--- config.mk ---
export PLATFORM = sky130hd
export DESIGN_NAME = cfg_bank
export DESIGN_NICKNAME = d
export VERILOG_FILES = /design/src/inc/cfg_bank_pkg.sv /design/src/core/cfg_bank.sv
export VERILOG_INCLUDE_DIRS = /design/src /design/src/inc
export SDC_FILE = /design/constraint.sdc
export NUM_CORES = 1
export LEC_CHECK = 0
export BUFFER_PORTS_ARGS = -buffer_cell sky130_fd_sc_hd__buf_2
export CAP_MARGIN = 20
export CORE_MARGIN = 3
export CORE_UTILIZATION = 47
export CTS_CLUSTER_DIAMETER = 30
export DETAILED_ROUTE_END_ITERATION = 6
export GPL_TIMING_DRIVEN = 1
export HOLD_SLACK_MARGIN = 0.15
export MAX_ROUTING_LAYER = met4
export PLACE_DENSITY = 0.69
export SYNTH_ARGS = -nofsm -noshare
export SYNTH_HDL_FRONTEND = slang
export SYNTH_SLANG_ARGS = --single-unit
--- constraint.sdc ---
create_clock -name clk_i -period 3.2 [get_ports clk_i]
set_clock_uncertainty 0.05 [all_clocks]
set_input_delay 0.32 -clock clk_i [delete_from_list [all_inputs] [get_ports clk_i]]
set_output_delay 0.32 -clock clk_i [all_outputs]
set_load 0.005 [all_outputs]
--- src/inc/cfg_bank_defs.svh ---
// Offsets, field positions and timing figures for the upper configuration word bank.
// Included by the package and the bank module; definitions only.
`ifndef CFG_BANK_DEFS_SVH
`define CFG_BANK_DEFS_SVH

// Word indices as printed; byte address is four times the index.
`define IDX_SPAN_GAIN        8'h38
`define IDX_SPAN_OFFSET      8'h39
`define IDX_SUPPLY_GAIN      8'h3A
`define IDX_GPIO_PORT        8'h3B
`define IDX_IRQ_DISPLAY      8'h3C
`define IDX_OSC_MULTI        8'h3D
`define IDX_SUPPLY_MEASURE   8'h3E
`define IDX_CAP_KEY          8'h3F
`define IDX_STATUS           8'h40
`define WORD_W               24
`define WORD_RESET           24'h000000

// Supply and gain correction word.
`define GAIN_COMP_LSB        0
`define SUPPLY_GAIN_LSB      8
// GPIO port word: two bits per pin from bit 0, enables from bit 16.
`define IO_MODE_LSB          0
`define IO_DIG_EN_LSB        16
// Interrupt / display / comparator word.
`define EPR_TIME_LSB         2
`define EMI_BIT              4
`define LCD_OD_BIT           5
`define REFRESH_LSB          8
`define LCD_SEL_LSB          10
`define PIN3_FN_LSB          12
`define IRQ_EN_BIT           14
`define IRQ_EDGE_BIT         15
`define COMP_SW_LSB          18
`define LCD_POL_BIT          22
`define IRQ_PIN_BIT          23
// Oscillator / multi-input word.
`define PIN4_FN_LSB          0
`define MI_ON_LSB            11
`define MI_RATE_LSB          14
`define MI_BASE_BIT          16
`define STORE_TIME_BIT       23
// Multi-input divider end counts, base edges per update less one, for rate codes 0 to 3.
`define MI_LIM_R0            10'h31F
`define MI_LIM_R1            10'h18F
`define MI_LIM_R2            10'h0C7
`define MI_LIM_R3            10'h063
// Supply measure word.
`define UPD_VLT_LSB          12
// Capacitive key word.
`define THR_LOW_LSB          0
`define THR_HIGH_LSB         8
`define ADAPT_SPEED_LSB      0
`define ADAPT_THR_LSB        8
`define CAP_R_LSB            16
`define CAP_EN_LSB           18
`define CAP_RATE_BIT         22
`define CAP_ADAPT_BIT        23

// LCD pulse widths in ns and the clock period in ns.
`define CLK_PERIOD_NS        10
`define LCD_PW1_NS           100
`define LCD_PW2_NS           200
`define LCD_PW3_NS           800
`define LCD_PW1_CYC          (`LCD_PW1_NS / `CLK_PERIOD_NS)
`define LCD_PW2_CYC          (`LCD_PW2_NS / `CLK_PERIOD_NS)
`define LCD_PW3_CYC          (`LCD_PW3_NS / `CLK_PERIOD_NS)
`endif

--- src/inc/cfg_bank_pkg.sv ---
// Types shared by the configuration bank and its consumers.
// Assumes cfg_bank_defs.svh is on the include path.
`include "cfg_bank_defs.svh"
package cfg_bank_pkg;
   typedef enum logic [1:0] {
      PIN_OUT       = 2'b00,
      PIN_IN_PULLUP = 2'b01,
      PIN_IN_PULLDN = 2'b10,
      PIN_IN_PLAIN  = 2'b11
   } pin_mode_t;
   typedef enum logic [1:0] {
      COMP_OFF      = 2'b00,
      COMP_MEASURE  = 2'b01,
      COMP_LOAD     = 2'b10,
      COMP_ALWAYS   = 2'b11
   } comp_mode_t;
   typedef enum logic [1:0] {
      LCD_ST_IDLE   = 2'b00,
      LCD_ST_PULSE  = 2'b01
   } lcd_state_t;
endpackage

--- src/core/cfg_bank.sv ---
// Upper configuration word bank (words 0x38 to 0x3F) of the strain-gauge front end,
// with Wishbone classic slave access and decode of every field to the consuming units.
// Assumes one 100 MHz clock, synchronous reset, and 10 kHz / 5 kHz ticks from the timer.
`timescale 1ns/1ps
`include "cfg_bank_defs.svh"
module cfg_bank #(
   parameter int                  LCD_W = 8
) (
   input  wire logic              clk_i,
   input  wire logic              rst_i,
   input  wire logic              ce_i,
   // Wishbone classic slave.
   input  wire logic              cyc_i,
   input  wire logic              stb_i,
   input  wire logic              we_i,
   input  wire logic [9:0]        adr_i,
   input  wire logic [3:0]        sel_i,
   input  wire logic [31:0]       dat_i,
   output logic      [31:0]       dat_o,
   output logic                   ack_o,
   // Arithmetic operands for the compensation unit.
   output logic signed [23:0]     span_temp_gain_o,
   output logic signed [23:0]     span_temp_offset_o,
   output logic signed [7:0]      supply_gain_factor_o,
   output logic      [7:0]        gain_correction_o,
   // GPIO control.
   output logic      [7:0]        io_input_buffer_on_o,
   output cfg_bank_pkg::pin_mode_t io_mode_o [8],
   output logic      [7:0]        io_output_o,
   output logic      [7:0]        io_pullup_o,
   output logic      [7:0]        io_pulldown_o,
   // Processor interrupt.
   input  wire logic              irq_pin3_i,
   input  wire logic              irq_pin4_i,
   input  wire logic              irq_done_i,
   output logic                   irq_event_o,
   output logic                   measure_hold_o,
   // LCD clock.
   input  wire logic              tick_10k_i,
   output logic                   lcd_clk_o,
   output logic                   lcd_clk_oe_o,
   output logic                   lcd_on_pin3_o,
   output logic                   lcd_on_pin4_o,
   // Comparator, supply, EEPROM and measurement control.
   output cfg_bank_pkg::comp_mode_t comp_mode_o,
   output logic      [1:0]        refresh_rate_o,
   output logic                   interference_suppress_on_o,
   output logic      [1:0]        epr_prg_time_o,
   output logic                   epr_erase_o,
   output logic                   epr_write_o,
   output logic                   store_conv_times_o,
   output logic      [1:0]        supply_measure_rate_o,
   // Pin function selects.
   output logic      [1:0]        pin3_function_choice_o,
   output logic      [3:0]        pin4_function_choice_o,
   output logic                   pin3_ext_irq_in_o,
   output logic                   pin4_ext_irq_in_o,
   // Multi-input ports.
   input  wire logic              tick_5k_i,
   output logic                   multi_input_base_clock_o,
   output logic      [1:0]        multi_input_rate_o,
   output logic      [2:0]        multi_input_port_on_o,
   output logic                   multi_input_tick_o,
   // Capacitive keys.
   output logic                   cap_adapt_on_o,
   output logic      [1:0]        cap_adapt_speed_o,
   output logic      [7:0]        cap_initial_threshold_o,
   output logic      [7:0]        touch_threshold_keys_low_o,
   output logic      [7:0]        touch_threshold_keys_high_o,
   output logic                   cap_rate_fast_o,
   output logic      [3:0]        cap_key_on_o,
   output logic      [1:0]        cap_discharge_r_o
);
   import cfg_bank_pkg::*;

   localparam int NWORDS = 8;
   logic [23:0] word [NWORDS];
   logic        irq_pin3_s1, irq_pin3_s2, irq_pin4_s1, irq_pin4_s2;
   logic        irq_src_q;
   logic        irq_pin3_q, irq_pin4_q;
   logic        mi_base_q;
   logic        hold;
   lcd_state_t  lcd_state;
   logic [LCD_W-1:0] lcd_cnt;
   logic        tick_q;
   logic [9:0]  mi_div;
   logic        ack;

   // Address decode: byte address is four times the word index.
   wire  [7:0]  idx      = adr_i[9:2];
   wire         req      = cyc_i & stb_i & ~ack;
   wire         in_bank  = (idx >= `IDX_SPAN_GAIN) && (idx <= `IDX_CAP_KEY);
   wire  [2:0]  widx     = idx[2:0];
   wire         wr_hit   = req & we_i & in_bank;
   wire  [23:0] bmask    = {{8{sel_i[2]}}, {8{sel_i[1]}}, {8{sel_i[0]}}};
   wire  [23:0] next_word = (word[widx] & ~bmask) | (dat_i[23:0] & bmask);
   wire  [23:0] status_w = {16'h0000, 2'b00, lcd_clk_o, hold, irq_src_q, multi_input_port_on_o};
   wire  [23:0] rd_word  = in_bank ? word[widx] :
                           (idx == `IDX_STATUS) ? status_w : `WORD_RESET;

   // Bus slave; ack lasts one cycle, reads of unmapped words return zero.
   always_ff @(posedge clk_i) begin
      if (rst_i) begin
         ack   <= 1'b0;
         dat_o <= 32'h00000000;
      end else if (ce_i) begin
         ack   <= req;
         if (req) begin
            dat_o <= {8'h00, rd_word};
         end
      end
   end
   assign ack_o = ack;

   // Word storage: each word holds until rewritten.
   always_ff @(posedge clk_i) begin
      if (rst_i) begin
         for (int i = 0; i < NWORDS; i++) begin
            word[i] <= `WORD_RESET;
         end
      end else if (ce_i && wr_hit) begin
         word[widx] <= next_word;
      end
   end

   // Arithmetic operands straight from the stored words.
   assign span_temp_gain_o     = word[0];
   assign span_temp_offset_o   = word[1];
   assign supply_gain_factor_o = word[2][`SUPPLY_GAIN_LSB +: 8];
   assign gain_correction_o    = word[2][`GAIN_COMP_LSB +: 8];

   // Pin mode decode, one entry per GPIO.
   genvar g;
   generate
      for (g = 0; g < 8; g++) begin : g_pin
         wire [1:0] m = word[3][`IO_MODE_LSB + 2*g +: 2];
         assign io_mode_o[g]            = pin_mode_t'(m);
         assign io_output_o[g]          = (m == PIN_OUT);
         assign io_pullup_o[g]          = (m == PIN_IN_PULLUP);
         assign io_pulldown_o[g]        = (m == PIN_IN_PULLDN);
         assign io_input_buffer_on_o[g] = word[3][`IO_DIG_EN_LSB + g];
      end
   endgenerate

   // Interrupt control fields.
   wire irq_pin_sel  = word[4][`IRQ_PIN_BIT];
   wire irq_neg      = word[4][`IRQ_EDGE_BIT];
   wire irq_en       = word[4][`IRQ_EN_BIT];
   wire irq_src      = irq_pin_sel ? irq_pin4_s2 : irq_pin3_s2;
   wire irq_edge     = irq_neg ? (irq_src_q & ~irq_src) : (~irq_src_q & irq_src);

   // Pin synchronisers and edge history; the pin may toggle asynchronously.
   always_ff @(posedge clk_i) begin
      if (rst_i) begin
         irq_pin3_s1 <= 1'b0;
         irq_pin3_s2 <= 1'b0;
         irq_pin4_s1 <= 1'b0;
         irq_pin4_s2 <= 1'b0;
         irq_pin3_q  <= 1'b0;
         irq_pin4_q  <= 1'b0;
      end else if (ce_i) begin
         irq_pin3_s1 <= irq_pin3_i;
         irq_pin3_s2 <= irq_pin3_s1;
         irq_pin4_s1 <= irq_pin4_i;
         irq_pin4_s2 <= irq_pin4_s1;
         irq_pin3_q  <= irq_pin3_s2;
         irq_pin4_q  <= irq_pin4_s2;
      end
   end
   // History is kept per pin, so a change of the pin select cannot fake an edge.
   assign irq_src_q   = irq_pin_sel ? irq_pin4_q : irq_pin3_q;
   assign irq_event_o = ce_i & irq_en & irq_edge;

   // Measurement hold: set by an enabled edge, released when service ends; set wins.
   always_ff @(posedge clk_i) begin
      if (rst_i) begin
         hold <= 1'b0;
      end else if (ce_i) begin
         if (irq_en && irq_edge) begin
            hold <= 1'b1;
         end else if (irq_done_i || !irq_en) begin
            hold <= 1'b0;
         end
      end
   end
   assign measure_hold_o = hold;

   // LCD clock: a pulse on each edge of the 10 kHz tick gives double the rate.
   wire [1:0] lcd_sel = word[4][`LCD_SEL_LSB +: 2];
   wire       lcd_pol = word[4][`LCD_POL_BIT];
   wire       lcd_od  = word[4][`LCD_OD_BIT];
   wire       tick_edge = tick_10k_i ^ tick_q;
   wire [LCD_W-1:0] lcd_len = (lcd_sel == 2'd1) ? LCD_W'(`LCD_PW1_CYC) :
                              (lcd_sel == 2'd2) ? LCD_W'(`LCD_PW2_CYC) : LCD_W'(`LCD_PW3_CYC);

   // Pulse timer; each edge of the 10 kHz tick starts one pulse.
   always_ff @(posedge clk_i) begin
      if (rst_i) begin
         tick_q    <= 1'b0;
         lcd_state <= LCD_ST_IDLE;
         lcd_cnt   <= '0;
      end else if (ce_i) begin
         tick_q <= tick_10k_i;
         unique case (lcd_state)
            LCD_ST_IDLE: begin
               if (tick_edge && lcd_sel != 2'd0) begin
                  lcd_state <= LCD_ST_PULSE;
                  lcd_cnt   <= lcd_len - LCD_W'(1);
               end
            end
            LCD_ST_PULSE: begin
               if (lcd_cnt == '0) begin
                  lcd_state <= LCD_ST_IDLE;
               end else begin
                  lcd_cnt <= lcd_cnt - LCD_W'(1);
               end
            end
            default: lcd_state <= LCD_ST_IDLE;
         endcase
      end
   end

   // Pin drive: open drain only pulls the low level, whether idle or pulse; polarity sets the pulse level.
   wire lcd_active = (lcd_state == LCD_ST_PULSE);
   wire lcd_level  = lcd_active ? lcd_pol : ~lcd_pol;
   assign lcd_clk_o    = lcd_od ? 1'b0 : lcd_level;
   assign lcd_clk_oe_o = (lcd_sel != 2'd0) & (lcd_od ? ~lcd_level : 1'b1);

   // Pin function selects; input functions only apply when the pin is not an output.
   wire [1:0] fn3 = word[4][`PIN3_FN_LSB +: 2];
   wire [3:0] fn4 = word[5][`PIN4_FN_LSB +: 4];
   assign pin3_function_choice_o = fn3;
   assign pin4_function_choice_o = fn4;
   assign pin3_ext_irq_in_o = (io_mode_o[3] != PIN_OUT) & (fn3 == 2'd1);
   assign pin4_ext_irq_in_o = (io_mode_o[4] != PIN_OUT) & (fn4 == 4'd1);
   assign lcd_on_pin3_o = io_output_o[3] & (fn3 == 2'd3);
   assign lcd_on_pin4_o = io_output_o[4] & (fn4 == 4'd3);

   // Comparator, refresh, EEPROM and measurement control fields.
   assign comp_mode_o                = comp_mode_t'(word[4][`COMP_SW_LSB +: 2]);
   assign refresh_rate_o             = word[4][`REFRESH_LSB +: 2];
   assign interference_suppress_on_o = word[4][`EMI_BIT];
   assign epr_prg_time_o             = word[4][`EPR_TIME_LSB +: 2];
   assign epr_erase_o                = (epr_prg_time_o != 2'd3);
   assign epr_write_o                = (epr_prg_time_o != 2'd2);
   assign store_conv_times_o         = word[5][`STORE_TIME_BIT];
   assign supply_measure_rate_o      = word[6][`UPD_VLT_LSB +: 2];

   // Multi-input update tick: base tick divided by 800, 400, 200 or 100; 12.5 to 100 Hz on the 10 kHz base.
   wire       mi_base = word[5][`MI_BASE_BIT];
   wire [1:0] mi_rate = word[5][`MI_RATE_LSB +: 2];
   wire       mi_base_lvl  = mi_base ? tick_5k_i : tick_10k_i;
   wire       mi_base_tick = mi_base_lvl & ~mi_base_q;
   wire [9:0] mi_lim = (mi_rate == 2'd3) ? `MI_LIM_R3 : (mi_rate == 2'd2) ? `MI_LIM_R2 :
                       (mi_rate == 2'd1) ? `MI_LIM_R1 : `MI_LIM_R0;

   // Divider counts rising base edges: 100, 200, 400 or 800 of them per update.
   // A change of base clock may cost one stray count, which only shifts the phase.
   always_ff @(posedge clk_i) begin
      if (rst_i) begin
         mi_base_q <= 1'b0;
         mi_div    <= 10'h000;
      end else if (ce_i) begin
         mi_base_q <= mi_base_lvl;
         if (mi_base_tick) begin
            mi_div <= (mi_div >= mi_lim) ? 10'h000 : mi_div + 10'h001;
         end
      end
   end
   assign multi_input_base_clock_o = mi_base;
   assign multi_input_rate_o       = mi_rate;
   assign multi_input_port_on_o    = word[5][`MI_ON_LSB +: 3];
   assign multi_input_tick_o       = ce_i & mi_base_tick & (mi_div >= mi_lim) & (|multi_input_port_on_o);

   // Capacitive key word: layout depends on the adaption bit.
   wire cap_adapt = word[7][`CAP_ADAPT_BIT];
   assign cap_adapt_on_o              = cap_adapt;
   assign cap_adapt_speed_o           = cap_adapt ? word[7][`ADAPT_SPEED_LSB +: 2] : 2'd0;
   assign cap_initial_threshold_o     = cap_adapt ? word[7][`ADAPT_THR_LSB +: 8] : 8'h00;
   assign touch_threshold_keys_low_o  = cap_adapt ? 8'h00 : word[7][`THR_LOW_LSB +: 8];
   assign touch_threshold_keys_high_o = cap_adapt ? 8'h00 : word[7][`THR_HIGH_LSB +: 8];
   assign cap_rate_fast_o             = word[7][`CAP_RATE_BIT];
   assign cap_key_on_o                = word[7][`CAP_EN_LSB +: 4];
   assign cap_discharge_r_o           = word[7][`CAP_R_LSB +: 2];
endmodule

# --- Yosys cells after proc, flatten, opt, wreduce, memory -nomap -nowiden ---
# Memories as Yosys holds them, arrays and structs flattened.
# Index checks and enable logic that the tools add are counted.
op_classes:
  n_lt_le_gt_ge: 3
  eq_ne: 32
  bitwise_logic: 28
  n_addsub: 3
  muxes: 35
  reduce_logical: 28
op_table:
  columns: ["operator", "n"]
  rows:
  - ["$and 24x24->24", 2]
  - ["$mux 24", 2]
  - ["$mux 10", 4]
  - ["$mux 8", 5]
  - ["$eq 2x1->1 const B", 12]
  - ["$eq 2x2->1 const B", 12]
  - ["$not 24->24", 1]
  - ["$or 24x24->24", 1]
  - ["$reduce_or 24->1", 1]
  - ["$logic_not 2->1", 9]
  - ["$and 1x1->1", 17]
  - ["$pmux 8 s2", 1]
  - ["$mux 1", 15]
  - ["$mux 7", 2]
  - ["$add 10x1->10 const B", 1]
  - ["$ge 10x10->1", 1]
  - ["$reduce_bool 2->1", 5]
  - ["$eq 8x7->1 const B", 1]
  - ["$ge 8x6->1 const B", 1]
  - ["$le 8x6->1 const B", 1]
  - ["$logic_not 8->1", 1]
  - ["$ne 2x2->1 const B", 4]
  - ["$sub 7x1->8 const B", 1]
  - ["$sub 8x1->8 const B", 1]
  - ["other kinds (16)", 28]
word_totals:
  out_inout_bits: 212
  mem_count: 1
  inputBits: 57
  ram_bits: 192
  regBits: 54
  word_cells: 144
memory_table:
  columns: ["memory", "words", "word_bits", "rd", "rd_clocked_by_memory_dff", "wr", "line", "text"]
  rows:
  - ["word", 8, 24, 9, 0, 8, "cfg_bank.sv:77", "logic [23:0] word [NWORDS];"]

# --- Depth between registers and ports, before layout ---
depth:
  ltp_word: 10
  ltp_mapped: 10
  mapped_depth_nobuf: 9

# --- Worst setup path before layout ---
# No wires, ideal clock.
synth_timing:
  kind: "flip-flop to flip-flop"
  start: "memory word[5][15]"
  end: "register mi_div[7]"
  required_time_ps: 3076
  t_arrival_ps: 2453
  path_buffers: 1
  path_stages_with_launch: 11
  setup_slack_ps: 622
  setup_ps: 74
  synth_period_minus_slack_ps: 2578
  path_cell_list: "edfxtp_1 inv_1 ha_1 inv_1 ha_1 and4_4 and4b_4 a211o_1 buf_6 or4_1 a31oi_1"
synth_rtl:
  columns: ["element", "line", "text"]
  rows:
  - ["from (decl)", "cfg_bank.sv:77", null]
  - ["to (signal assigned)", "cfg_bank.sv:266", "mi_div <= (mi_div >= mi_lim) ? 10'h000 : mi_div + 10'h001;"]
  - ["to (decl)", "cfg_bank.sv:86", "logic [9:0] mi_div;"]

==> impl_metrics.json <==
{
  "yosysMostFrequentCell": "nor2_1",
  "ys_async_sr_fraction": 0,
  "fin_ws_ns": 0.0992,
  "syn-cell-area_sq_um": 12100,
  "finalSetupViolCount": 0,
  "peakVddDrop_v": 0.000467,
  "coreArea_sq_um": 25300,
  "ant_nets": 0,
  "p_per_area_nw_per_um2": 637,
  "startpoint": "word[5][15]$_SDFFCE_PN0P_",
  "place_congestion": 0.855,
  "grt_usage": 0.263,
  "fin_tns_setup_ns": 0,
  "nNetsFinal": 1312,
  "io_pins": 269,
  "relSlewSlack": 0.560,
  "overflow": 0,
  "fmax_mhz": 322,
  "leakage_nw": 6.39,
  "status": "finished, final reports clean",
  "synth.distinct_cells": 66,
  "period_share": 0.969,
  "drt_iter0_markers": 881,
  "path_clk_slew_ns": 0.05,
  "drv_slew": 0,
  "synth_flop_cell": "edfxtp_1",
  "cp-end-kind": "output pin",
  "post_drt_wl_per_cell_microns": 22.4,
  "worstMarginPinSlew_ns": 0.660,
  "drive_gt1_frac": 0.377,
  "dr.pass1.iters": 5,
  "port_buffers": 249,
  "area_growth_pct": 29.5,
  "grt_pass1_wl_mm": 54.5,
  "routed_wirelength_mm": 36.1,
  "synth_area_leaders": "edfxtp_1 (48%), mux4_2 (8.9%), dfxtp_1 (8.7%), nor2_1 (7.6%), mux2i_4 (4.5%)",
  "grt_antenna_before_repair": 1,
  "synth_top_area_cell": "edfxtp_1",
  "initial_core_util": 0.481,
  "synth_area_per_cell_sq_um": 12.5,
  "via_count": 9055,
  "period_minus_slack_ns": 3.10,
  "worstPathMaxFanout": 8,
  "hp-start": "dat_i[3]",
  "die_h_microns": 167,
  "ys.warnings.count": 0,
  "required_ns": 2.83,
  "crit_type": "register to output pin",
  "die_x_microns": 167,
  "root_buffer": "clkbuf_16",
  "synthTopCellsByCount": "nor2_1 (245), edfxtp_1 (192), buf_4 (55)",
  "yosysSeqAreaShare": 0.562,
  "ys_seq_elements": 245,
  "drc": 0,
  "cts.sinks": 245,
  "grt_pass1_vias": 8995,
  "dp_hpwl_mm": 24.3,
  "clk_path_buf_depth": 3,
  "grt_max_degree": 47,
  "hp-class": "input port to register",
  "rows": 58,
  "synth_edf_count": 192,
  "via_per_inst": 5.62,
  "place_ws_ns": 0.408,
  "worstSetupStartpointType": "register",
  "cts-htree-levels": 2,
  "cts_tree": "built",
  "synthCells": 968,
  "synth_top_area_frac": 0.475,
  "insertion_delay_ns": 0.56,
  "r2r-start": "word[5][15]$_SDFFCE_PN0P_",
  "cts-buffers-inserted": 51,
  "maxCapViolations": 0,
  "hold_viol_final": 0,
  "dieArea_sq_um": 27800,
  "crit_arrival_ns": 2.73,
  "holdWs_ns": 0.179
}
final timing paths:
check                                                end  slack (ns)  depth (start not counted)
worst min register to register    mi_div[1]$_SDFFE_PP0P_        0.42                          2
worst min-delay path            word[3][3]$_SDFFCE_PN0P_        0.18                          3
worst max-delay path                  multi_input_tick_o         0.1                         10
worst max register to register    mi_div[7]$_SDFFE_PP0P_        0.40                          9
worst max-delay path: stages (launching register included):
cell and delay (ns):
edfxtp_1 0.51, inv_1 0.08, ha_1 0.28, inv_1 0.06
ha_4 0.27, and4_4 0.23, and4b_4 0.23, a211oi_1 0.05
buf_4 0.16, nor3_1 0.17, buf_2 0.15
power by group:
part           switching (W)  internal (W)
clock                0.00173       0.00387
sequential         0.0000783       0.00353
combinational       0.000444      0.000355
per-stage QoR:
stage	utilization	total power, W	cells	instance area [sq um]
detailed placement	0.537	0.00444	1487	13600
finish	0.622	0.0100	1611	15700
floorplan	-	0.00415	975	12200
global route	0.622	0.0103	1611	15700
global placement	0.537	0.00443	1487	13600
CTS	0.621	0.0101	1608	15700
cells by family after synthesis:
family / Yosys count / share of synthesized area
compound gates: 76 / 0.0443
xor+xnor: 5 / 0.00361
fa+ha+maj: 16 / 0.0165
buf+inv: 119 / 0.0562
flops: 245 / 0.562
mux: 106 / 0.164
other cells: 1 / 0.000309
simple gates: 400 / 0.152
cell usage in the layout (no fill, tap or decap), drive strengths merged, types with 5 or more instances in the layout:
cell	count
buf	290
nor2	245
edfxtp	192
clkbuf	62
dfxtp	53
mux4	48
nor2b	35
mux2i	34
nand2	31
dlygate4sd3	27
mux2	24
a22oi	19
nand3	17
clkinv	17
ha	16
inv	16
a21oi	14
nand2b	13
nor3	13
bufinv	11
a31oi	10
and2	10
conb	8
nand4	5
o21ai	5
and3	5
or3	5
flip-flops by register name, indices dropped and copies added (netlist names), 8 cells and up:
register,cells
word,192
lcd_cnt,8
mi_div,10
dat_o,24
timing repair:
| action | 4_1_cts | 5_1_grt |
|---|---|---|
| endpoints found under the setup margin | 0 | 1 |
| hold endpoints to repair | 171 | 0 |
| hold buffers | 27 | 0 |
| setup buffers | 0 | 2 |
| gates resized for setup | 0 | 1 |
metal layers:
layer  wire, microns  global-route usage  vias to the layer above  part of all wire
met2           17500               0.419                      450              0.48
met3            3330              0.0615                       87             0.092
met1           14400               0.338                     4489              0.40
li1                -                   -                     4029                 -
met5               0                   -                        -                 0
met4             984              0.0800                        0             0.027
area by class of cell:
class / count / area (sq um)
antenna: 1 / 2.50
clock buffer: 62 / 1340
clock inverter: 32 / 509
fill: 1974 / 9540
inverter: 13 / 48.8
multi-input combinational: 611 / 4680
sequential: 245 / 6830
tap: 330 / 413
timing repair buffer: 317 / 1900
No activity file was read; power rests on OpenSTA's default activity.
